$ cat src/verilog/bf_pkg.sv
/*
  shared constants for the breaker failure pick-up block: register map,
  field positions, reset values, time base and enumerations.
  assumes a 200 MHz clock and magnitudes in steps of 0.001 x nominal.
*/
package bf_pkg;
  localparam int ADDR_W = 4;
  localparam int DATA_W = 20;
  localparam int MAG_W = 16;
  localparam int PH_THR_W = 12;
  localparam int DLY_W = 19;
  localparam int GROUPS = 2;

  // time base
  localparam int CLK_PERIOD_PS = 5000;
  localparam int UPDATE_PERIOD_MS = 5;
  localparam int TICK_CYCLES = (UPDATE_PERIOD_MS * 1000000) / (CLK_PERIOD_PS / 1000);
  localparam int RETRIP_DELAY_MS = 100;
  localparam int FAIL_DELAY_MS = 200;
  localparam logic [DLY_W-1:0] RETRIP_DLY_RST = DLY_W'(RETRIP_DELAY_MS / UPDATE_PERIOD_MS);
  localparam logic [DLY_W-1:0] FAIL_DLY_RST = DLY_W'(FAIL_DELAY_MS / UPDATE_PERIOD_MS);

  // thresholds: phase in 0.01 x nominal, residual in 0.001 x nominal
  localparam logic [PH_THR_W-1:0] PH_THR_RST = 12'h014;
  localparam logic [MAG_W-1:0] RES_THR_RST = 16'h04b0;
  localparam int PHASE_SCALE = 10;
  localparam int RESET_RATIO_PCT = 97;
  localparam int PCT_FULL = 100;

  // register map
  localparam logic [ADDR_W-1:0] ADDR_CTRL = 4'h0;
  localparam logic [ADDR_W-1:0] ADDR_RES_SEL = 4'h1;
  localparam logic [ADDR_W-1:0] ADDR_SIG_MASK = 4'h2;
  localparam logic [ADDR_W-1:0] ADDR_DO_MASK = 4'h3;
  localparam logic [ADDR_W-1:0] ADDR_RETRIP_DLY = 4'h4;
  localparam logic [ADDR_W-1:0] ADDR_FAIL_DLY = 4'h5;
  localparam logic [ADDR_W-1:0] ADDR_STATUS = 4'h7;
  localparam logic [1:0] GRP_FIELD_PH = 2'h0;
  localparam logic [1:0] GRP_FIELD_RES = 2'h1;
  localparam logic [1:0] GRP_FIELD_MODE = 2'h2;
  localparam int GRP_BASE_BIT = 3;

  // control and status register fields
  localparam int CTRL_RETRIP_EN_BIT = 0;
  localparam int CTRL_FORCE_EN_BIT = 1;
  localparam int CTRL_FORCE_LSB = 2;
  localparam int CTRL_GROUP_BIT = 5;
  localparam int STAT_PU_BIT = 3;
  localparam int STAT_PH_LSB = 4;
  localparam int STAT_RES_BIT = 7;

  typedef enum logic [1:0] {
    RES_DISABLED = 2'b00,
    RES_INPUT_ONE = 2'b01,
    RES_INPUT_TWO = 2'b10,
    RES_FROM_PHASES = 2'b11
  } res_sel_e;

  typedef enum logic [3:0] {
    MODE_CUR = 4'b0000,
    MODE_DO = 4'b0001,
    MODE_SIG = 4'b0010,
    MODE_CUR_AND_DO = 4'b0011,
    MODE_CUR_AND_SIG = 4'b0100,
    MODE_CUR_OR_SIG = 4'b0101,
    MODE_CUR_OR_SIG_OR_DO = 4'b0110,
    MODE_SIG_OR_DO = 4'b0111,
    MODE_CUR_OR_DO = 4'b1000,
    MODE_CUR_AND_SIG_AND_DO = 4'b1001
  } mode_e;

  typedef enum logic [2:0] {
    ST_NORMAL = 3'b000,
    ST_START = 3'b001,
    ST_RETRIP = 3'b010,
    ST_FAILURE = 3'b011,
    ST_BLOCKED = 3'b100
  } status_e;
endpackage

$ cat src/verilog/bf_timer_if.sv
/*
  carrier between the pick-up logic and one delay timer.
  assumes all members are driven on the same clock.
*/
`timescale 1ns/1ps
interface bf_timer_if #(parameter int W = 19);
  logic tick;
  logic pickup;
  logic [W-1:0] delay;
  logic expired;
  modport ctrl(output tick, output pickup, output delay, input expired);
  modport timer(input tick, input pickup, input delay, output expired);
endinterface

$ cat src/verilog/bf_delay_timer.sv
/*
  definite delay timer counting update ticks while pick-up is held.
  assumes tick is a one-cycle enable and pickup is valid beside it.
*/
`timescale 1ns/1ps
module bf_delay_timer #(
  parameter int W = 19
) (
  input wire logic clk,
  input wire logic reset_n,
  bf_timer_if.timer tmr
);
  logic [W-1:0] count_reg;
  logic expired_reg;

  // elapsed ticks, cleared at once on release
  always_ff @(posedge clk) begin
    if (!reset_n) begin
      count_reg <= '0;
    end else if (tmr.tick) begin
      if (!tmr.pickup) begin
        count_reg <= '0;
      end else if (count_reg != {W{1'b1}}) begin
        count_reg <= count_reg + 1'b1;
      end
    end
  end

  always_ff @(posedge clk) begin
    if (!reset_n) begin
      expired_reg <= 1'b0;
    end else if (tmr.tick) begin
      expired_reg <= tmr.pickup && (count_reg >= tmr.delay);
    end
  end

  assign tmr.expired = expired_reg;
endmodule // bf_delay_timer

$ cat src/verilog/bf_pickup.sv
/*
  breaker failure supervision: current pick-up with hysteresis, mode
  combination with trip signals and relay states, retrip and failure outputs,
  forced status and a small register port.
  assumes magnitude and binary inputs come from logic on CLK.
*/
// Our own choices: the address map and strobed register access.
`timescale 1ns/1ps
// Overview of operation
// - any phase above the shared phase threshold raises current pick-up
// - a pick-up drops only below 97 percent of its threshold
// - the selected residual current is compared against its own threshold
// - residual source is off, input one, input two or phase sum; off at reset
// - magnitudes are evaluated once per 5 ms update tick
// - mode selects current, signal, relay criteria or their combinations
// - masked trip signals count only in modes that include signals
// - masked relay states count only in modes that include relays
// - forced status applies only while global forcing is enabled
// - selection and force settings are static, outside the groups
// - thresholds and mode follow the active group, applied at once
// - phase threshold in 0.01 nominal steps, default 0.20
// - residual threshold in 0.001 nominal steps, default 1.200
// - retrip output to own breaker, failure output to upstream breaker
// - retrip can be disabled while failure output still works
// - one pick-up starts both timers, 100 ms and 200 ms defaults
// - both timers clear as soon as pick-up releases
module bf_pickup
  import bf_pkg::*;
#(
  parameter int N_SIG = 8,
  parameter int N_RELAY = 8,
  parameter int TICK_DIV = bf_pkg::TICK_CYCLES
) (
  input wire logic CLK,
  input wire logic RESET_N,
  input wire logic [bf_pkg::ADDR_W-1:0] ADDR,
  input wire logic [bf_pkg::DATA_W-1:0] WDATA,
  input wire logic WR,
  input wire logic RD,
  output logic [bf_pkg::DATA_W-1:0] RDATA,
  input wire logic [bf_pkg::MAG_W-1:0] PHASE_A_MAG,
  input wire logic [bf_pkg::MAG_W-1:0] PHASE_B_MAG,
  input wire logic [bf_pkg::MAG_W-1:0] PHASE_C_MAG,
  input wire logic [bf_pkg::MAG_W-1:0] RESIDUAL_INPUT_ONE,
  input wire logic [bf_pkg::MAG_W-1:0] RESIDUAL_INPUT_TWO,
  input wire logic [bf_pkg::MAG_W-1:0] RESIDUAL_FROM_PHASES,
  input wire logic [N_SIG-1:0] TRIP_SIGNALS,
  input wire logic [N_RELAY-1:0] RELAY_STATES,
  input wire logic BLOCK,
  output logic START,
  output logic RETRIP,
  output logic BREAKER_FAILURE_OUTPUT,
  output logic [2:0] STATUS
);
  import bf_pkg::*;

  localparam int GRP_W = $clog2(GROUPS);

  // static settings
  logic retrip_en_reg;
  logic force_en_reg;
  status_e force_val_reg;
  logic [GRP_W-1:0] group_reg;
  res_sel_e res_sel_reg;
  logic [N_SIG-1:0] sig_mask_reg;
  logic [N_RELAY-1:0] do_mask_reg;
  logic [DLY_W-1:0] retrip_dly_reg;
  logic [DLY_W-1:0] fail_dly_reg;
  // per-group settings
  logic [PH_THR_W-1:0] ph_thr_reg [GROUPS];
  logic [MAG_W-1:0] res_thr_reg [GROUPS];
  mode_e mode_reg [GROUPS];
  // pick-up state
  logic [31:0] tick_cnt_reg;
  logic tick_reg;
  logic [2:0] ph_pu_reg;
  logic res_pu_reg;
  logic pickup_reg;
  logic blocked_reg;
  logic [DATA_W-1:0] rdata_reg;
  logic start_reg;
  logic retrip_reg;
  logic fail_reg;
  status_e status_reg;

  logic [MAG_W-1:0] phase_mag [3];
  logic [MAG_W-1:0] res_mag;
  logic [PH_THR_W-1:0] ph_thr;
  logic [MAG_W-1:0] res_thr;
  mode_e mode;
  logic [2:0] ph_next;
  logic res_next;
  logic cur_hit;
  logic sig_hit;
  logic do_hit;
  logic raw_pu;
  logic pu_next;
  logic forced;
  status_e status_next;
  logic grp_sel;
  logic [GRP_W-1:0] grp_idx;

  bf_timer_if #(.W(DLY_W)) retrip_tmr ();
  bf_timer_if #(.W(DLY_W)) fail_tmr ();

  assign phase_mag[0] = PHASE_A_MAG;
  assign phase_mag[1] = PHASE_B_MAG;
  assign phase_mag[2] = PHASE_C_MAG;

  // 5 ms update tick
  always_ff @(posedge CLK) begin
    if (!RESET_N) begin
      tick_cnt_reg <= '0;
      tick_reg <= 1'b0;
    end else if (tick_cnt_reg == 32'(TICK_DIV - 1)) begin
      tick_cnt_reg <= '0;
      tick_reg <= 1'b1;
    end else begin
      tick_cnt_reg <= tick_cnt_reg + 32'h1;
      tick_reg <= 1'b0;
    end
  end

  // register writes
  assign grp_sel = ADDR[GRP_BASE_BIT];
  assign grp_idx = GRP_W'(ADDR[GRP_BASE_BIT-1:2]);

  always_ff @(posedge CLK) begin
    if (!RESET_N) begin
      retrip_en_reg <= 1'b1;
      force_en_reg <= 1'b0;
      force_val_reg <= ST_NORMAL;
      group_reg <= '0;
      res_sel_reg <= RES_DISABLED;
      sig_mask_reg <= '0;
      do_mask_reg <= '0;
      retrip_dly_reg <= RETRIP_DLY_RST;
      fail_dly_reg <= FAIL_DLY_RST;
    end else if (WR && !grp_sel) begin
      case (ADDR)
        ADDR_CTRL: begin
          retrip_en_reg <= WDATA[CTRL_RETRIP_EN_BIT];
          force_en_reg <= WDATA[CTRL_FORCE_EN_BIT];
          force_val_reg <= status_e'(WDATA[CTRL_FORCE_LSB +: 3]);
          group_reg <= WDATA[CTRL_GROUP_BIT +: GRP_W];
        end
        ADDR_RES_SEL: res_sel_reg <= res_sel_e'(WDATA[1:0]);
        ADDR_SIG_MASK: sig_mask_reg <= WDATA[N_SIG-1:0];
        ADDR_DO_MASK: do_mask_reg <= WDATA[N_RELAY-1:0];
        ADDR_RETRIP_DLY: retrip_dly_reg <= WDATA[DLY_W-1:0];
        ADDR_FAIL_DLY: fail_dly_reg <= WDATA[DLY_W-1:0];
        default: begin
        end
      endcase
    end
  end

  // group settings, one bank per setting group
  always_ff @(posedge CLK) begin
    if (!RESET_N) begin
      for (int g = 0; g < GROUPS; g++) begin
        ph_thr_reg[g] <= PH_THR_RST;
        res_thr_reg[g] <= RES_THR_RST;
        mode_reg[g] <= MODE_CUR;
      end
    end else if (WR && grp_sel) begin
      case (ADDR[1:0])
        GRP_FIELD_PH: ph_thr_reg[grp_idx] <= WDATA[PH_THR_W-1:0];
        GRP_FIELD_RES: res_thr_reg[grp_idx] <= WDATA[MAG_W-1:0];
        GRP_FIELD_MODE: mode_reg[grp_idx] <= mode_e'(WDATA[3:0]);
        default: begin
        end
      endcase
    end
  end

  // register reads, data in the following cycle only
  always_ff @(posedge CLK) begin
    if (!RESET_N) begin
      rdata_reg <= '0;
    end else if (RD) begin
      rdata_reg <= '0;
      if (grp_sel) begin
        case (ADDR[1:0])
          GRP_FIELD_PH: rdata_reg <= DATA_W'(ph_thr_reg[grp_idx]);
          GRP_FIELD_RES: rdata_reg <= DATA_W'(res_thr_reg[grp_idx]);
          GRP_FIELD_MODE: rdata_reg <= DATA_W'(mode_reg[grp_idx]);
          default: rdata_reg <= '0;
        endcase
      end else begin
        case (ADDR)
          ADDR_CTRL: rdata_reg <= DATA_W'({group_reg, force_val_reg, force_en_reg,
                                           retrip_en_reg});
          ADDR_RES_SEL: rdata_reg <= DATA_W'(res_sel_reg);
          ADDR_SIG_MASK: rdata_reg <= DATA_W'(sig_mask_reg);
          ADDR_DO_MASK: rdata_reg <= DATA_W'(do_mask_reg);
          ADDR_RETRIP_DLY: rdata_reg <= DATA_W'(retrip_dly_reg);
          ADDR_FAIL_DLY: rdata_reg <= DATA_W'(fail_dly_reg);
          ADDR_STATUS: rdata_reg <= DATA_W'({res_pu_reg, ph_pu_reg, pickup_reg, status_reg});
          default: rdata_reg <= '0;
        endcase
      end
    end else begin
      rdata_reg <= '0;
    end
  end

  // comparators and mode combination
  always_comb begin
    ph_thr = ph_thr_reg[group_reg];
    res_thr = res_thr_reg[group_reg];
    mode = mode_reg[group_reg];
    for (int i = 0; i < 3; i++) begin
      if (ph_pu_reg[i]) begin
        ph_next[i] = !(32'(phase_mag[i]) * PCT_FULL <
                       32'(ph_thr) * PHASE_SCALE * RESET_RATIO_PCT);
      end else begin
        ph_next[i] = 32'(phase_mag[i]) > 32'(ph_thr) * PHASE_SCALE;
      end
    end
    case (res_sel_reg)
      RES_INPUT_ONE: res_mag = RESIDUAL_INPUT_ONE;
      RES_INPUT_TWO: res_mag = RESIDUAL_INPUT_TWO;
      RES_FROM_PHASES: res_mag = RESIDUAL_FROM_PHASES;
      default: res_mag = '0;
    endcase
    if (res_sel_reg == RES_DISABLED) begin
      res_next = 1'b0;
    end else if (res_pu_reg) begin
      res_next = !(32'(res_mag) * PCT_FULL < 32'(res_thr) * RESET_RATIO_PCT);
    end else begin
      res_next = res_mag > res_thr;
    end
    cur_hit = (|ph_next) | res_next;
    sig_hit = |(TRIP_SIGNALS & sig_mask_reg);
    do_hit = |(RELAY_STATES & do_mask_reg);
    case (mode)
      MODE_CUR: raw_pu = cur_hit;
      MODE_DO: raw_pu = do_hit;
      MODE_SIG: raw_pu = sig_hit;
      MODE_CUR_AND_DO: raw_pu = cur_hit & do_hit;
      MODE_CUR_AND_SIG: raw_pu = cur_hit & sig_hit;
      MODE_CUR_OR_SIG: raw_pu = cur_hit | sig_hit;
      MODE_CUR_OR_SIG_OR_DO: raw_pu = cur_hit | sig_hit | do_hit;
      MODE_SIG_OR_DO: raw_pu = sig_hit | do_hit;
      MODE_CUR_OR_DO: raw_pu = cur_hit | do_hit;
      MODE_CUR_AND_SIG_AND_DO: raw_pu = cur_hit & sig_hit & do_hit;
      default: raw_pu = 1'b0;
    endcase
    pu_next = raw_pu & !BLOCK;
  end

  // criteria sampled once per update
  always_ff @(posedge CLK) begin
    if (!RESET_N) begin
      ph_pu_reg <= '0;
      res_pu_reg <= 1'b0;
      pickup_reg <= 1'b0;
      blocked_reg <= 1'b0;
    end else if (tick_reg) begin
      ph_pu_reg <= ph_next;
      res_pu_reg <= res_next;
      pickup_reg <= pu_next;
      blocked_reg <= raw_pu & BLOCK;
    end
  end

  // one pick-up drives both timers
  assign retrip_tmr.tick = tick_reg;
  assign retrip_tmr.pickup = pu_next;
  assign retrip_tmr.delay = retrip_dly_reg;
  assign fail_tmr.tick = tick_reg;
  assign fail_tmr.pickup = pu_next;
  assign fail_tmr.delay = fail_dly_reg;

  bf_delay_timer #(.W(DLY_W)) u_retrip_timer (
    .clk(CLK),
    .reset_n(RESET_N),
    .tmr(retrip_tmr.timer)
  );

  bf_delay_timer #(.W(DLY_W)) u_fail_timer (
    .clk(CLK),
    .reset_n(RESET_N),
    .tmr(fail_tmr.timer)
  );

  // status and outputs
  assign forced = force_en_reg && (force_val_reg != ST_NORMAL);

  always_comb begin
    if (forced) begin
      status_next = force_val_reg;
    end else if (blocked_reg) begin
      status_next = ST_BLOCKED;
    end else if (pickup_reg && fail_tmr.expired) begin
      status_next = ST_FAILURE;
    end else if (pickup_reg && retrip_en_reg && retrip_tmr.expired) begin
      status_next = ST_RETRIP;
    end else if (pickup_reg) begin
      status_next = ST_START;
    end else begin
      status_next = ST_NORMAL;
    end
  end

  always_ff @(posedge CLK) begin
    if (!RESET_N) begin
      status_reg <= ST_NORMAL;
      start_reg <= 1'b0;
      retrip_reg <= 1'b0;
      fail_reg <= 1'b0;
    end else begin
      status_reg <= status_next;
      if (forced) begin
        start_reg <= force_val_reg inside {ST_START, ST_RETRIP, ST_FAILURE};
        retrip_reg <= force_val_reg == ST_RETRIP;
        fail_reg <= force_val_reg == ST_FAILURE;
      end else begin
        start_reg <= pickup_reg;
        retrip_reg <= pickup_reg && retrip_en_reg && retrip_tmr.expired;
        fail_reg <= pickup_reg && fail_tmr.expired;
      end
    end
  end

  assign RDATA = rdata_reg;
  assign START = start_reg;
  assign RETRIP = retrip_reg;
  assign BREAKER_FAILURE_OUTPUT = fail_reg;
  assign STATUS = status_reg;
endmodule // bf_pickup

$ cat config.mk
export PLATFORM = sky130hd
export DESIGN_NAME = bf_pickup
export DESIGN_NICKNAME = d
export VERILOG_FILES = /design/src/verilog/bf_pkg.sv /design/src/verilog/bf_timer_if.sv /design/src/verilog/bf_delay_timer.sv /design/src/verilog/bf_pickup.sv
export SDC_FILE = /design/constraint.sdc
export NUM_CORES = 1
export LEC_CHECK = 0
export ABC_AREA = 1
export BUFFER_PORTS_ARGS = -buffer_cell sky130_fd_sc_hd__buf_4
export CORE_UTILIZATION = 55
export DETAILED_ROUTE_END_ITERATION = 16
export PLACE_DENSITY = 0.76
export SKIP_LAST_GASP = 1
export SLEW_MARGIN = 40
export SYNTH_ARGS = -nofsm -noshare
export SYNTH_HDL_FRONTEND = slang
export SYNTH_SLANG_ARGS = --single-unit
$ cat constraint.sdc
create_clock -name CLK -period 8.01 [get_ports CLK]
set_clock_uncertainty 0.1 [all_clocks]
set_input_delay 1.602 -clock CLK [delete_from_list [all_inputs] [get_ports CLK]]
set_output_delay 1.602 -clock CLK [all_outputs]
set_load 0.05 [all_outputs]
After elaboration in Yosys (flattened, before gate mapping):

Memories as Yosys holds them, arrays and structs flattened. A register that Yosys moved wholly into a read port is not among the register bits.
Index checks and enable logic that the tools add are counted.

* bits in registers: 167
* bits in writable memories: 64
* bits of input ports: 141
* memories kept: 3

* add/subtract/negate cells: 3
* $mul: 7
* $lt $le $gt $ge: 10
* equal/unequal tests: 28
* mux-type cells: 51
* bitwise operators: 13
* reductions and logical operators: 36

Memories
* res_thr_reg: words 2, bits a word 16, read ports 2, clocked after memory_dff 1, wr ports 2, line bf_pickup.sv:71 `logic [MAG_W-1:0] res_thr_reg [GROUPS];`
* ph_thr_reg: words 2, bits a word 12, read ports 2, clocked after memory_dff 1, wr ports 2, line bf_pickup.sv:70 `logic [PH_THR_W-1:0] ph_thr_reg [GROUPS];`
* mode_reg: words 2, bits a word 4, read ports 2, clocked after memory_dff 1, wr ports 2, line bf_pickup.sv:72 `mode_e mode_reg [GROUPS];`

Operators with widths (number)
* case mux 19 bit (7 select lines): 1
* case mux 16 bit (3 select lines): 2
* less-than comparator 23 bit: 4
* multiplier 16 x 5 -> 21 bit, second input constant: 4
* 2-to-1 mux 19 bit: 4
* greater-than comparator 16 bit: 4
* adder 19 x 1 -> 19 bit, second input constant: 2
* >= comparator 19 bit: 2
* != test 19 bit, second input constant: 2
* 2-to-1 mux 1 bit: 35
* adder 32 x 1 -> 32 bit, second input constant: 1
* == test 32 x 20 -> 1 bit, second input constant: 1
* == test 4 x 3 -> 1 bit, second input constant: 7
* multiplier 16 x 7 -> 23 bit, second input constant: 1
* multiplier 15 x 7 -> 22 bit, second input constant: 1
* 2-to-1 mux 20 bit: 1
* AND reduction 2 bit: 9
* AND 8 bit: 2
* == test 4 x 2 -> 1 bit, second input constant: 4
* 2-to-1 mux 16 bit: 1
* OR reduction 16 bit: 1
* OR reduction 8 bit: 2
* multiplier 12 x 3 -> 15 bit, second input constant: 1
* 2-to-1 mux 12 bit: 1
* other kinds (23): 55

Longest topological paths before layout:

* depth after elaboration: 14
* mapped depth: 56
* mapped depth without buffers: 52

By module:

Synthesis repeated with hierarchy kept, for this count alone.

* cell total of the unflattened synthesis: 3709
* area, all modules: 26327.8 µm²

Modules (own cells, without submodules)
* bf_pickup: times used 1, cells an instance 3135, area each 22781.8 µm², seq. area each 4464.3 µm²
* bf_delay_timer: times used 2, cells an instance 287, area each 1773.0 µm², seq. area each 400.4 µm²

Worst setup path after synthesis:

OpenSTA, ideal clock, no wires.

* kind: reg-to-reg
* start: register with a tool-made name
* end: register u_fail_timer.count_reg[2]
* arrival time: 7.498 ns
* data required time: 7.798 ns
* slack: 0.300 ns
* cell stages (with the launch flop): 50
* path buffers: 5
* period minus slack after synthesis: 7.710 ns
* cells stage by stage: dfxtp_1 > buf_2 > clkbuf_1 > clkbuf_1 > clkbuf_1 > nand2_1 > o21ai_0 > inv_1 > ha_1 > ha_1 > fa_1 > nand3_1 > nand2_1 > a21oi_1 > nor2_1 > nor2_1 > xor2_1 > ha_1 > [... 14 more ...] > ha_1 > inv_1 > nor2_1 > nand2_1 > nor2_1 > nand2_1 > nand2_1 > nand2_1 > nand2_1 > nor2_2 > nand2_2 > a21oi_2 > nand2_4 > nand3_2 > nand2_4 > buf_4 > a21oi_2 > nor2_1

RTL lines
* end signal: assignment: line bf_delay_timer.sv:24 `count_reg <= count_reg + 1'b1;`
* end: declaration: line bf_delay_timer.sv:13 `logic [W-1:0] count_reg;`

==> results <==
- Cells fill between 60% and 70% of the core in the end.
- The maximum fanout count along the critical path is 24.
- The arrival time at the worst endpoint is 7.89 ns.
- The actual slew at the worst max-slew pin is 0.821 ns.
- The synthesized design contains 231 register bits.
- Synthesis instantiated 60 different standard cells from the library.
- The final count of hold timing violations is 0.
- Summing over every cut layer, the via total after detailed routing is 23737.
- TritonCTS built the clock tree.
- The synthesized net count is roughly 4300.
- STA classifies the critical path endpoint as a flip-flop.
- In this run the mean area of a mapped cell was 7.25 sq um.
- The placed instance area is roughly 0.028 sq mm.
- The first routing iteration left 1705 violations.
- The floorplan step defined a die boundary enclosing 0.0478 sq mm.
- The height of the chip is 219 microns.
- The startpoint type of the worst setup path is a flip-flop.
- Derived from the worst setup path, the maximum achievable clock frequency is ~130 MHz.
- Cells with a size suffix above 1 make up 9.48% of the layout.
- The static leakage is ~15 nW.
- The final critical delay including setup and external delays is 7.52 ns.
- In the final routed layout, each cell accounts on average for ~16 microns.
- Setup repair after global routing could not meet its margin everywhere.
- The core region is roughly 0.046 sq mm.
- After layout, the worst path uses 93.9% of the clock period.
- The top-level port count is 167.
- The synthesized cell area is between 0.02 and 0.03 sq mm.
- The initial standard-cell utilization of the core is a little under three fifths.
- The finished layout holds 4372 standard cells, fillers aside.
- Detailed placement finished with a half-perimeter wire length of 54.4 mm.
- The register-to-register setup slack is 0.49 ns.
- The worst-case IR drop observed on VDD is between 0.3 and 0.4 mV.
- Counting cells, the worst reg-to-reg path comes to 39.
- In this run the number of H-tree levels came out at 1.
- The worst hold path begins at tick_cnt_reg[0].
- The setup TNS is 0 ns.
- The die outline width is 219 microns.
- Entering global routing, the biggest net connects 80 pins.
- The setup path with the least slack is of type reg -> reg.
- After floorplanning, the core was divided into 79 placement rows.
- The initial antenna violation count came to 4.
- The flow ran to the end, and the final reports show no timing, DRC or antenna violations.
- The insertion delay to the later sink of the worst-skew pair is 0.54 ns.
- The type of the worst min-delay path is reg -> reg.
- Among all flip-flop cells after synthesis, the most frequent one is sky130_fd_sc_hd__dfxtp_1.
- The required arrival time at the worst endpoint is 8.39 ns.
- After detailed placement, the design holds a cell count of 4327.
- The setup slack at placement is ~0.047 ns.
- Dividing total power by cell area gives a power density of 279 mW/mm^2.
- The length of the first detailed-routing pass in iterations is 6.
- The number of buffer cells added on primary ports is 164.
- The worst-case hold path end point is tick_cnt_reg[0].
- The max-slew violation count was 0.
- The DRC violation count after routing is 0.
- Once routing completed, OpenROAD measured the worst setup slack at 0.492 ns.
- The buffer cell driving the clock tree root is sky130_fd_sc_hd__clkbuf_16.
- Measured against its own limit, the worst slew margin works out to roughly 45%.
- The number of nets in the finished design is about 4500.
- The number of warnings reported in the yosys synthesis log is 0.
- The share of async-settable or async-resettable flops after synthesis is 0%.
- On the final layout, the worst hold slack is 0.351 ns.
- The total wire length is slightly below 70 mm.
- Yosys mapped a number of flops with a built-in enable equal to 64.
- The maximum number of buffers from clock root to sink is 3.
- The design draws slightly above 8 mW.
- Counting instances, the worst hold path has a depth of 1.
- Setup violations remaining at the end of the flow were counted as 0.
- The finished cells cover around 0.029 sq mm.
- The cell with the most instances on the worst path is sky130_fd_sc_hd__nand2_1.
- The wire length of the first global-routing pass is 109 mm.
- The cell with the biggest individual delay on the critical path is sky130_fd_sc_hd__fa_1.
- For this run, the slowest stage of the critical path takes 0.52 ns.
- The via count of the first global-routing pass was 21813.
- The cell count after synthesis is 3561.
- Global routing finished with a remaining overflow of 0.
- The congestion estimate from routability-driven global placement came to 0.978.
- CTS saw 231 sinks.
- The clock transition at the registers of the reported paths is about 0.07 ns.
- The end of the worst register-to-register path is u_fail_timer.count_reg[4].
- The post-route antenna net violation count is 0.
- The area added between synthesis and finish is 12.0%.
- The vias per cell is 5.43.
- The share of the Yosys chip area taken by registers is 20.4%.
- The count of max-cap constraint violations is 0.
- The CTS buffer count is 22.
- Global routing used 28.2% of the available tracks.
==> how the worst max path moves through the flow <==
stage	endpoint	cells after the start	slack (ns)
2_1_floorplan	u_fail_timer.count_reg[2]	49	0.30
5_1_grt	u_retrip_timer.count_reg[16]	46	-0.05
3_5_place_dp	u_fail_timer.count_reg[0]	44	0.05
6_report	u_fail_timer.count_reg[4]	39	0.49
4_1_cts	u_fail_timer.count_reg[4]	42	0.10
3_3_place_gp	u_fail_timer.count_reg[0]	44	0.11
==> synth_stat cells, drive strengths merged (4+ instances only) <==
master | number | area (sq um)
nand3 | 152 | 813
nor3b | 7 | 57.6
a22oi | 4 | 30.0
edfxtp | 64 | 1920
nor3 | 37 | 200
o21bai | 15 | 113
inv | 676 | 2540
a21o | 5 | 37.5
a21oi | 292 | 1480
fa | 60 | 1200
o22ai | 21 | 131
a221oi | 6 | 52.6
nand4 | 50 | 328
nor2 | 294 | 1160
ha | 526 | 6580
o31ai | 5 | 37.5
nand2 | 711 | 2760
a31oi | 24 | 150
clkbuf | 48 | 180
nor4 | 14 | 87.6
o21a | 11 | 82.6
xor2 | 90 | 788
dfxtp | 167 | 3340
o21ai | 170 | 851
o221ai | 9 | 78.8
a211oi | 7 | 52.6
a22o | 9 | 78.8
buf | 14 | 108
o211ai | 18 | 135
xnor2 | 29 | 254
==> metal layers <==
metal	global-route usage [%]	vias up	part of all wire, %
li1	-	12083	-
met1	38.3	10757	45
met2	46.3	777	44
met3	4.23	114	8.0
met4	7.55	6	2.6
met5	0	-	0.069
==> cell families after synthesis <==
logic type | synth area share (%)
AOI/OAI and AO/OA | 13.2
xor gates and xnor gates | 4.04
adders and majority gates | 30.1
buffers and inverters | 11.0
DFF | 20.4
other | 0.0145
and+or+nand+nor | 21.2
==> placed cells by master (no fill, tap or decap), types with 5 or more instances in the layout <==
master / instances
sky130_fd_sc_hd__clkbuf_16: 24
sky130_fd_sc_hd__a221oi_1: 5
sky130_fd_sc_hd__nand4_1: 49
sky130_fd_sc_hd__o21a_1: 11
sky130_fd_sc_hd__xor2_1: 86
sky130_fd_sc_hd__nor4_1: 13
sky130_fd_sc_hd__fa_1: 60
sky130_fd_sc_hd__buf_4: 223
sky130_fd_sc_hd__a211oi_1: 7
sky130_fd_sc_hd__edfxtp_1: 64
sky130_fd_sc_hd__o31ai_1: 5
sky130_fd_sc_hd__a31oi_1: 22
sky130_fd_sc_hd__nand2_1: 681
sky130_fd_sc_hd__nor3b_1: 6
sky130_fd_sc_hd__xnor2_1: 28
sky130_fd_sc_hd__o21ai_0: 158
sky130_fd_sc_hd__a22o_1: 9
sky130_fd_sc_hd__nand3_1: 140
sky130_fd_sc_hd__nand3_2: 11
sky130_fd_sc_hd__nand2_2: 24
sky130_fd_sc_hd__o211ai_1: 18
sky130_fd_sc_hd__o21bai_1: 15
sky130_fd_sc_hd__dfxtp_1: 166
sky130_fd_sc_hd__a21oi_2: 6
sky130_fd_sc_hd__nor2_2: 16
sky130_fd_sc_hd__a21oi_1: 286
sky130_fd_sc_hd__nor3_1: 33
sky130_fd_sc_hd__ha_1: 525
sky130_fd_sc_hd__clkbuf_1: 5
sky130_fd_sc_hd__inv_2: 7
sky130_fd_sc_hd__nor2_1: 273
sky130_fd_sc_hd__o21ai_1: 12
sky130_fd_sc_hd__inv_1: 669
sky130_fd_sc_hd__o22ai_1: 21
sky130_fd_sc_hd__o221ai_1: 9
sky130_fd_sc_hd__nand2_4: 5
sky130_fd_sc_hd__a21o_1: 5
==> layout make-up <==
cell class              instances  area (sq um)
inverters                     679          2550
clock inverters                 7           104
fillers                      4196         17500
repair buffers                225          1700
flip-flops and latches        231          5270
well taps                     607           759
multi-input cells            2589         17900
diodes                          1          2.50
clock buffers                  33           674
==> critical path, delay by kind of cell (launching register included) <==
kind	cells	cell delay [ns]
AOI/OAI and AO/OA	6	1.37
xor gates and xnor gates	2	0.64
adders and majority gates	8	2.65
buffers and inverters	4	0.44
DFF	1	0.39
and+or+nand+nor	19	1.85
==> power by group <==
group,total [mW],switching [mW],internal [mW]
Combinational,5.71,3.55,2.15
Sequential,1.24,0.0154,1.23
Clock,1.13,0.473,0.653
Total,8.08,4.04,4.04
==> repair_timing <==
| action | in CTS | in global routing |
|---|---|---|
| buffers inserted | 0 | 4 |
| setup endpoints to repair | 0 | 42 |
| hold endpoints to repair | 0 | 0 |
| resized for setup | 0 | 29 |
| hold buffers | 0 | 0 |
Power figures use the tool's default switching activity.
